===== config.mk =====
export PLATFORM = sky130hd
export DESIGN_NAME = tps_sequencer
export DESIGN_NICKNAME = d
export VERILOG_FILES = /design/src/pkg/tps_pkg.sv /design/src/rtl/tps_tick_timer.sv /design/src/rtl/tps_sequencer.sv
export VERILOG_INCLUDE_DIRS = /design/src /design/src/pkg
export SDC_FILE = /design/constraint.sdc
export NUM_CORES = 1
export LEC_CHECK = 0
export BUFFER_PORTS_ARGS = -buffer_cell sky130_fd_sc_hd__buf_2
export CORE_AREA = 2 2 86 88
export DETAILED_ROUTE_END_ITERATION = 7
export DIE_AREA = 0 0 88 90
export HOLD_SLACK_MARGIN = 0.1
export PLACE_DENSITY = 0.67
export SYNTH_ARGS = -nofsm -noshare
export SYNTH_HDL_FRONTEND = slang
export SYNTH_SLANG_ARGS = --single-unit

===== constraint.sdc =====
create_clock -name core_clk -period 4.1 [get_ports core_clk]
set_clock_uncertainty 0.15 [all_clocks]
set_input_delay 0 -clock core_clk [delete_from_list [all_inputs] [get_ports core_clk]]
set_output_delay 0 -clock core_clk [all_outputs]
set_load 0.02 [all_outputs]

===== src/pkg/tps_consts.svh =====
// constants of the two-rail power sequencer: register offsets, fields,
// reset values and timing counts; assumes a 125 MHz core clock.
//
// How it works
// [RULE_01] mode pin high selects pure time delay, low selects power-good sequencing
// [RULE_02] sequencing delay resets to 6 ms until software reprograms it
// [RULE_03] time mode soft start lasts two thirds of the programmed delay
// [RULE_04] programmed delay is held within 3 ms to 16 ms
// [RULE_05] nothing starts until the activate input goes high
// [RULE_06] step outputs float high when released; pins read high if unconnected
// [RULE_07] time mode: soft start, then remaining delay, then next enable rises
// [RULE_08] power-good mode rails use a fixed 4 ms soft start
// [RULE_09] power-good mode: delay starts at first rail good, then next enable
// [RULE_10] order pin high: regulator one first; low: regulator four first
// [RULE_11] board wires first step output to regulator one, second to four
// [RULE_12] board holds order pin high in time mode
// [RULE_13] activate low holds both enables low and clears the timer
`ifndef TPS_CONSTS_SVH
`define TPS_CONSTS_SVH

`define TPS_CLK_KHZ        125000
`define TPS_TICKS_PER_MS   3
`define TPS_TICK_CYC       ((`TPS_CLK_KHZ + `TPS_TICKS_PER_MS - 1) / `TPS_TICKS_PER_MS)

`define TPS_DELAY_DEF_MS   5'h06
`define TPS_DELAY_MIN_MS   5'h03
`define TPS_DELAY_MAX_MS   5'h10
`define TPS_PG_SOFT_MS     6'h04

`define TPS_OFF_DELAY      12'h000
`define TPS_OFF_STATUS     12'h004

`define TPS_ST_STATE_LSB   0
`define TPS_ST_MODE_BIT    2
`define TPS_ST_ORDER_BIT   3
`define TPS_ST_EN1_BIT     4
`define TPS_ST_EN4_BIT     5
`define TPS_ST_PG1_BIT     6
`define TPS_ST_PG4_BIT     7
`define TPS_ST_SOFT_BIT    8

`endif


===== src/pkg/tps_pkg.sv =====
// types shared by the sequencer files
// assumes the constants header is included by each user
package tps_pkg;
  typedef enum logic [1:0] {
    TPS_IDLE     = 2'b00,
    TPS_FIRST    = 2'b01,
    TPS_PG_DELAY = 2'b10,
    TPS_DONE     = 2'b11
  } tps_state_e;
endpackage : tps_pkg


===== src/rtl/tps_tick_timer.sv =====
// elapsed-time counter in thirds of a millisecond
// assumes run is a registered level from the sequencer
`timescale 1ns/100ps
module tps_tick_timer #(
  parameter int TICK_CYC = 41667
) (
  input  wire logic       core_clk, // core clock
  input  wire logic       rst_n,    // synchronous reset
  input  wire logic       run,      // count while high, clear while low
  output logic      [5:0] elapsed   // elapsed ticks, saturating
);
  logic [16:0] presc;

  always_ff @(posedge core_clk) begin
    if (!rst_n || !run) begin
      presc <= 17'h00000;
    end else if (presc == 17'(TICK_CYC - 1)) begin
      presc <= 17'h00000;
    end else begin
      presc <= presc + 17'h00001;
    end
  end

  // saturation keeps a long stall from wrapping back below a target
  always_ff @(posedge core_clk) begin
    if (!rst_n || !run) begin
      elapsed <= 6'h00;
    end else if (presc == 17'(TICK_CYC - 1) && elapsed != 6'h3F) begin
      elapsed <= elapsed + 6'h01;
    end
  end
endmodule : tps_tick_timer


===== src/rtl/tps_sequencer.sv =====
// two-rail power sequencer with an apb register slave
// assumes pins are resolved levels (pull-ups applied outside) and
// synchronous to core_clk
//
// The APB interface to the registers and the address map were chosen for this implementation.
`timescale 1ns/100ps
`include "tps_consts.svh"
module tps_sequencer #(
  parameter int TICK_CYC = `TPS_TICK_CYC
) (
  input  wire logic               core_clk,               // 125 MHz
  input  wire logic               rst_n,                  // sync reset
  input  wire logic               psel,                   // apb select
  input  wire logic               penable,                // apb access
  input  wire logic               pwrite,                 // apb write
  input  wire logic [11:0]        paddr,                  // byte address
  input  wire logic [31:0]        pwdata,                 // write data
  output logic      [31:0]        prdata,                 // read data
  output logic                    pready,                 // apb ready
  output logic                    pslverr,                // unmapped
  input  wire logic               mode_select,            // 1 time, 0 pg
  input  wire logic               rail_order_select,      // order pin
  input  wire logic               seq_activate,           // start level
  input  wire logic               regulator_one_power_good, // rail 1 good
  input  wire logic               regulator_four_power_good, // rail 4 good
  output logic                    regulator_one_enable,   // rail 1 enable
  output logic                    regulator_four_enable,  // rail 4 enable
  output logic                    first_step_enable_out,  // step 1 level
  output logic                    first_step_enable_oe,   // drive low
  output logic                    second_step_enable_out, // step 2 level
  output logic                    second_step_enable_oe,  // drive low
  output logic      [5:0]         soft_start_ticks,       // rail soft start
  output tps_pkg::tps_state_e     seq_state               // sequencer state
);
  import tps_pkg::*;

  logic [4:0] delay_ms;
  logic       mode_lat;
  logic       order_lat;
  logic       first_en;
  logic       second_en;
  logic       timer_run;
  logic [5:0] elapsed;
  logic [5:0] delay_ticks;
  logic [5:0] soft_ticks;
  logic       soft_done;
  logic       pg_first;
  logic       wr_en;
  logic       rd_en;
  logic [4:0] wr_ms;
  logic [4:0] next_delay;
  tps_state_e next_state;

  assign delay_ticks = {1'b0, delay_ms} + {delay_ms, 1'b0} - {1'b0, delay_ms}
                       + {1'b0, delay_ms};
  assign soft_ticks  = {delay_ms, 1'b0};                             // RULE_03
  assign soft_done   = elapsed >= soft_ticks;
  assign pg_first    = order_lat ? regulator_one_power_good
                                 : regulator_four_power_good;       // RULE_10
  assign wr_en = psel && penable && pready && pwrite;
  assign rd_en = psel && penable && !pready && !pwrite;
  assign wr_ms = pwdata[4:0];

  tps_tick_timer #(
    .TICK_CYC (TICK_CYC)
  ) u_timer (
    .core_clk (core_clk),
    .rst_n    (rst_n),
    .run      (timer_run),
    .elapsed  (elapsed)
  );

  // out-of-range writes clamp rather than fault, so a bad value never
  // leaves the rails with an unusable step time
  always_comb begin
    next_delay = delay_ms;
    if (wr_en && paddr == `TPS_OFF_DELAY) begin
      if (wr_ms < `TPS_DELAY_MIN_MS) begin
        next_delay = `TPS_DELAY_MIN_MS;                             // RULE_04
      end else if (wr_ms > `TPS_DELAY_MAX_MS) begin
        next_delay = `TPS_DELAY_MAX_MS;                             // RULE_04
      end else begin
        next_delay = wr_ms;
      end
    end
  end

  always_ff @(posedge core_clk) begin
    if (!rst_n) begin
      delay_ms <= `TPS_DELAY_DEF_MS;                                // RULE_02
    end else begin
      delay_ms <= next_delay;
    end
  end

  // sequence state
  always_comb begin
    next_state = seq_state;
    case (seq_state)
      TPS_IDLE: begin
        if (seq_activate) begin
          next_state = TPS_FIRST;                                   // RULE_05
        end
      end
      TPS_FIRST: begin
        if (mode_lat && elapsed >= delay_ticks) begin
          next_state = TPS_DONE;                                    // RULE_07
        end else if (!mode_lat && pg_first) begin
          next_state = TPS_PG_DELAY;                                // RULE_09
        end
      end
      TPS_PG_DELAY: begin
        if (elapsed >= delay_ticks) begin
          next_state = TPS_DONE;                                    // RULE_09
        end
      end
      default: begin
        next_state = TPS_DONE;
      end
    endcase
    if (!seq_activate) begin
      next_state = TPS_IDLE;                                        // RULE_13
    end
  end

  always_ff @(posedge core_clk) begin
    if (!rst_n) begin
      seq_state <= TPS_IDLE;
    end else begin
      seq_state <= next_state;
    end
  end

  // mode and order are caught at start so a pin glitch mid-sequence
  // cannot swap rails under power
  always_ff @(posedge core_clk) begin
    if (!rst_n) begin
      mode_lat  <= 1'b1;
      order_lat <= 1'b1;
    end else if (seq_state == TPS_IDLE) begin
      mode_lat  <= mode_select;                                     // RULE_01
      order_lat <= rail_order_select;                               // RULE_10
    end
  end

  always_ff @(posedge core_clk) begin
    if (!rst_n) begin
      first_en  <= 1'b0;
      second_en <= 1'b0;
      timer_run <= 1'b0;
    end else begin
      first_en  <= next_state != TPS_IDLE;                          // RULE_13
      second_en <= next_state == TPS_DONE;
      timer_run <= (next_state == TPS_FIRST && mode_select_eff(next_state))
                   || next_state == TPS_PG_DELAY;                   // RULE_09
    end
  end

  function automatic logic mode_select_eff(input tps_state_e ns);
    mode_select_eff = (seq_state == TPS_IDLE) ? mode_select : mode_lat;
  endfunction : mode_select_eff

  always_ff @(posedge core_clk) begin
    if (!rst_n) begin
      regulator_one_enable  <= 1'b0;
      regulator_four_enable <= 1'b0;
    end else begin
      regulator_one_enable  <= (next_state != TPS_IDLE) &&
        (((seq_state == TPS_IDLE) ? rail_order_select : order_lat)
         || next_state == TPS_DONE);                                // RULE_10
      regulator_four_enable <= (next_state != TPS_IDLE) &&
        (!((seq_state == TPS_IDLE) ? rail_order_select : order_lat)
         || next_state == TPS_DONE);                                // RULE_10
    end
  end

  // step outputs pull low while off and release to the pull-up when on
  always_ff @(posedge core_clk) begin
    if (!rst_n) begin
      first_step_enable_out  <= 1'b0;
      first_step_enable_oe   <= 1'b1;
      second_step_enable_out <= 1'b0;
      second_step_enable_oe  <= 1'b1;
    end else begin
      first_step_enable_out  <= next_state != TPS_IDLE;
      first_step_enable_oe   <= next_state == TPS_IDLE;             // RULE_06
      second_step_enable_out <= next_state == TPS_DONE;
      second_step_enable_oe  <= next_state != TPS_DONE;             // RULE_06
    end
  end

  always_ff @(posedge core_clk) begin
    if (!rst_n) begin
      soft_start_ticks <= 6'h00;
    end else if (mode_select_eff(next_state)) begin
      soft_start_ticks <= {next_delay, 1'b0};                       // RULE_03
    end else begin
      soft_start_ticks <= 6'(`TPS_PG_SOFT_MS * `TPS_TICKS_PER_MS);  // RULE_08
    end
  end

  // apb: three-cycle access (one wait state), ready raised by the slave one cycle into the access phase
  always_ff @(posedge core_clk) begin
    if (!rst_n) begin
      pready  <= 1'b0;
      pslverr <= 1'b0;
      prdata  <= 32'h00000000;
    end else begin
      pready  <= psel && penable && !pready;
      pslverr <= psel && penable && !pready &&
                 paddr != `TPS_OFF_DELAY && paddr != `TPS_OFF_STATUS;
      if (rd_en && paddr == `TPS_OFF_DELAY) begin
        prdata <= {27'h0000000, delay_ms};
      end else if (rd_en && paddr == `TPS_OFF_STATUS) begin
        prdata <= {23'h000000, soft_done && timer_run,
                   regulator_four_power_good, regulator_one_power_good,
                   regulator_four_enable, regulator_one_enable,
                   order_lat, mode_lat, seq_state};
      end else begin
        prdata <= 32'h00000000;
      end
    end
  end

  // checks
  logic no_write_yet;
  always_ff @(posedge core_clk) begin
    if (!rst_n) begin
      no_write_yet <= 1'b1;
    end else if (wr_en && paddr == `TPS_OFF_DELAY) begin
      no_write_yet <= 1'b0;
    end
  end
endmodule : tps_sequencer


After elaboration in Yosys (flattened, before gate mapping)
Index checks and enable logic that the tools add are counted.

Flip-flop bits (word level): 79. Input port bits: 54. Output and inout port bits: 48. Logic and storage cells: 91.

$add $sub $neg: 5. Magnitude comparators: 4. Equal/unequal tests: 10. Multiplexer cells: 14. Bitwise operators: 2. Reduce and logical (&&, ||, !) cells: 36.

Operators with widths (number): $mux W5 (5); $add A17 B1 Y17 const B (1); $eq A17 B16 Y1 const B (1); $logic_and A1 B1 Y1 (17); $eq A12 B3 Y1 const B (1); $ge A6 B6 Y1 (2); $logic_not A12 Y1 (1); $ne A12 B3 Y1 const B (1); $reduce_bool A12 Y1 (1); $mux W2 (4); $add A5 B6 Y6 (1); $add A6 B1 Y6 const B (1); $add A6 B5 Y6 (1); $eq A2 B2 Y1 const B (3); $logic_not A1 Y1 (6); $ne A6 B6 Y1 const B (1); $pmux W2 S3 (1); $sub A6 B5 Y6 (1); $gt A5 B5 Y1 const B (1); $lt A5 B2 Y1 const B (1); $eq A2 B1 Y1 const B (2); $logic_not A2 Y1 (2); $logic_or A1 B1 Y1 (4); $mux W4 (1); 7 further kinds (11).

Logic depth before layout (Yosys ltp)
Depth in word-level cells: 11. Depth in mapped cells: 13. Mapped depth without buffers: 13.

Hierarchy
Synthesis repeated with hierarchy kept, for this count alone.

Cells, all modules: 304. Area, all modules: 2788.9 um^2.

Modules (own cells, without submodules): tps_sequencer (times used 1, cells each 175, area an instance 1642.8 um^2); tps_tick_timer (times used 1, cells each 129, area an instance 1146.1 um^2).

Least setup slack after synthesis
No wires, ideal clock.

Kind: register to register. Start: register delay_ms[2]. End: register second_step_enable_out. Library setup time: 0.061 ns. Arrival: 2.674 ns. Setup slack: 1.215 ns. Stages on the path, launching flop included: 14. Path buffers: 0. Cells stage by stage: dfxtp_1 > inv_1 > ha_1 > nor3b_1 > o21ai_0 > nand2b_1 > a21oi_1 > xnor2_1 > ha_1 > and4_1 > and2_1 > a221oi_1 > nor4_1 > and2_1.

Word-level cells in the longest chain between the ends: 9. Elaborated cells on any way between the ends: 10. Classes of those cells: add/sub (3); order compare (1); eq/ne (1); mux (4); reduce/logical (1).

RTL lines: start: declaration (RTL line tps_sequencer.sv:37) `logic [4:0] delay_ms;`; start signal: assignment (RTL line tps_sequencer.sv:90) `` delay_ms <= `TPS_DELAY_DEF_MS; ``; start signal: assignment (RTL line tps_sequencer.sv:92) `delay_ms <= next_delay;`; $add A5 B6 Y6 (RTL line tps_sequencer.sv:54) `assign delay_ticks = {1'b0, delay_ms} + {delay_ms, 1'b0} - {1'b0, delay_ms}`; $sub A6 B5 Y6 (RTL line tps_sequencer.sv:54); $add A6 B5 Y6 * (RTL line tps_sequencer.sv:55) `+ {1'b0, delay_ms};`; $ge A6 B6 Y1 * (RTL line tps_sequencer.sv:106, tps_sequencer.sv:113); $logic_and A1 B1 Y1 (RTL line tps_sequencer.sv:106) `if (mode_lat && elapsed >= delay_ticks) begin`; $mux W2 (RTL line tps_sequencer.sv:106); $pmux W2 S3 * (RTL line tps_sequencer.sv:99) `case (seq_state)`; $mux W2 * (RTL line tps_sequencer.sv:121) `if (!seq_activate) begin`; $eq A2 B2 Y1 * (RTL line tps_sequencer.sv:187) `second_step_enable_out <= next_state == TPS_DONE;`; end signal: assignment (RTL line tps_sequencer.sv:182) `second_step_enable_out <= 1'b0;`; end signal: assignment (RTL line tps_sequencer.sv:187); end: declaration (RTL line tps_sequencer.sv:30) `output logic second_step_enable_out,`.

Mark *: on every way between the ends. The rest lies on a longest branch, timed or not. A chain may end at the register's enable or synchronous reset.

Final worst setup path
Ends and elaborated chain as after synthesis.

==> flow_metrics.tcl <==
set metrics [dict create \
    status "completed" \
    clk_path_buf_depth 2 \
    netlist_area_um2 2720 \
    rr_endpoint "second_step_enable_out$_SDFF_PN0_" \
    p_switching_mw 0.250 \
    cts_buffers 5 \
    cts.sinks 55 \
    fp.dieW_um 88 \
    nets 453 \
    synthCells 300 \
    power.leakage_nw 1.58 \
    critPathMaxStageDelay_ps 720 \
    fmax_mhz 291 \
    post-cts-setup-buffer-count 0 \
    drv_slew 0 \
    min_delay_worst_endpoint "soft_start_ticks[1]$_SDFF_PN0_" \
    portBuffers 50 \
    grt_max_degree 20 \
    synthToLayoutAreaGrowth_pct 24.2 \
    yosys.area.top_type "dfxtp_1" \
    async_flop_share 0 \
    power.share.clock 0.332 \
    critPathKind "reg -> reg" \
    yosysTopAreaCellShare 0.405 \
    path_clk_slew_ps 110 \
    worstSkewPairLatency_ps 310 \
    arrival_ps 3560 \
    cts_resized 0 \
    ctsHoldBuffers 31 \
    final_hold_viol_count 0 \
    yosysMostFrequentCell "dfxtp_1" \
    min-delay-start "psel" \
    dieArea_um2 7920 \
    htree_levels 2 \
    grt_pass1_vias 2141 \
    place_congestion 0.864 \
    hpwl_mm 4.07 \
    drtAntennaViolNets 0 \
    antenna_found_initial 0 \
    rsz0062_at_grt "false" \
    holdWs_ps 137 \
    yosys_register_bits 55 \
    diodes 0 \
    cts_tree "done" \
    synth_seq_area_share 0.405 \
    synth.distinct_cells 46 \
    wl_per_cell_um 11.8 \
    rows 31 \
    critical_path.cell_chain "inv_1 -> ha_1 -> nor3b_1 -> o21ai_0 -> nand2b_1 -> a21oi_1 -> xnor2_1 -> ha_1 -> nand2_1 -> o21ai_0 -> a221oi_1 -> nor4_1 -> and2_1" \
    hold_class "in -> reg" \
    maxSlewHeadroom 0.466 \
    hold_depth 5 \
    placeableCoreArea_um2 7020 \
    start_kind "register" \
    required_ps 4220 \
    ff2ff_setup_slack_ps 660 \
    tns_ps 0 \
    end_kind "register" \
    grt_pass1_wl_mm 9.45 \
    synth-main-ff-cell "dfxtp_1" \
    dr.pass1.iters 4 \
    switching_share 0.262 \
    p_seq_frac 0.572 \
    synth-edff-count 0 \
    synth_area_leaders "dfxtp_1 40%, ha_1 8.3%, buf_4 6.6%, nor2_1 5.7%, mux2i_1 4.8%" \
    io_pins 102 \
    critPathSlowestCell "nor4_1" \
    gr-total-overflow 0 \
    tightest_slew_ps 794 \
    crit_start "delay_ms[2]$_SDFF_PN1_" \
    wl_mm 5.67 \
    num_vias 2231 \
    drc 0 \
    power_density_nw_per_um2 283 \
    cap_viol_max_count 0 \
    vdd_drop_max_mv 0.157 \
    initial_core_util 0.387 \
    cp_max_fo 5 \
    syn_area_per_cell_um2 9.07 \
    reg2reg_depth 13 \
    finalCritPeriodShare 0.840 \
    crit-reg2reg-launch "delay_ms[2]$_SDFF_PN1_" \
    final.min_clock_period_ps 3440 \
    via_per_inst 4.64 \
    initialDrtViolationCount 71 \
    ys_warn_count 0 \
    grtUsageTotal 0.146 \
    internal_power_mw 0.705 \
    drive_gt1_frac 0.173 \
    synth_commonest_cells "55 x dfxtp_1, 41 x nor2_1, 24 x buf_4" \
    p_comb_frac 0.096 \
    setup_violations 0 \
    cts_root_buf "clkbuf_8" \
    die_h_um 90 \
]
[layout by cell type, fill, tap and decap left out, drive strengths merged, types with 11 or more instances in the layout]
master / synthesis / final
mux2i: 13 / 13
and3: 11 / 11
inv: 15 / 16
dlygate4sd3: 0 / 31
ha: 18 / 18
nand2: 21 / 21
nor2: 41 / 41
buf: 25 / 50
dfxtp: 55 / 55
conb: 1 / 24
xor2: 12 / 12
[state kept, by name (all words and copies together), names as in the netlist, 2 cells and up]
name / flops
soft_start_ticks: 5
delay_ms: 5
u_timer.presc: 17
prdata: 9
seq_state: 2
u_timer.elapsed: 6
[cell type report]
type | instances | area, um^2
Clock buffer | 5 | 68.8
Fill cell | 677 | 3640
Clock inverter | 3 | 28.8
Sequential cell | 55 | 1100
Inverter | 15 | 56.3
Multi-Input combinational cell | 223 | 1440
Timing Repair Buffer | 81 | 561
Tap cell | 99 | 124
[worst max-delay path, delay by kind of cell, from the launching register on]
| kind | cells | cell delay, ps |
|---|---|---|
| AND/OR/NAND/NOR | 5 | 1210 |
| AO/OA/AOI/OAI | 4 | 770 |
| adder cells (fa/ha/maj) | 2 | 640 |
| flip-flops | 1 | 420 |
| buffers and inverters | 1 | 110 |
| XOR/XNOR | 1 | 90 |
[layer usage]
| metal | GRT usage | vias to the layer above | part of all wire | wire, um |
|---|---|---|---|---|
| li1 | - | 1139 | - | - |
| met1 | 0.187 | 1028 | 0.46 | 2590 |
| met2 | 0.250 | 57 | 0.49 | 2780 |
| met3 | 0.0220 | 7 | 0.037 | 209 |
| met4 | 0.0423 | 0 | 0.014 | 80 |
| met5 | 0 | - | 0 | 0 |
[kinds of logic (layout without fill, tap and decap cells)]
family                     Yosys count  after routing  synth area share
other                                1             24           0.00138
buffers and inverters               45            104            0.0980
AOI/OAI and AO/OA                   30             30            0.0736
adders and majority gates           18             18            0.0828
DFF                                 55             55             0.405
and+or+nand+nor                    116            116             0.220
muxes                               14             14            0.0520
xor gates and xnor gates            21             21            0.0676
[stage by stage]
step                total power [mW]  setup WS (ps)  cells  cell area [um^2]   util
floorplan                      0.624           1210    323              2810      -
global placement               0.631            753    442              2970  0.423
detailed placement             0.632            696    442              2970  0.423
CTS                            0.964            654    481              3380  0.481
global route                   0.996            287    481              3380  0.481
finish                         0.955            658    481              3380  0.481
[power by group through the flow]
stage / Combinational (mW) / Sequential, mW / Clock, mW
detailed placement: 0.0740 / 0.558 / 0
CTS: 0.0907 / 0.546 / 0.328
floorplan: 0.0619 / 0.562 / 0
global route: 0.0997 / 0.547 / 0.350
global placement: 0.0733 / 0.558 / 0
finish: 0.0919 / 0.546 / 0.317
[how the worst max path moves through the flow]
| stage | end | slack [ps] | cells after the start |
|---|---|---|---|
| CTS | second_step_enable_out$_SDFF_PN0_ | 650 | 13 |
| finish | second_step_enable_out$_SDFF_PN0_ | 660 | 13 |
| global route | second_step_enable_out$_SDFF_PN0_ | 290 | 13 |
| detailed placement | second_step_enable_out$_SDFF_PN0_ | 700 | 13 |
| floorplan | second_step_enable_out$_SDFF_PN0_ | 1210 | 13 |
| global placement | second_step_enable_out$_SDFF_PN0_ | 750 | 13 |
Power figures use the tool's default switching activity.
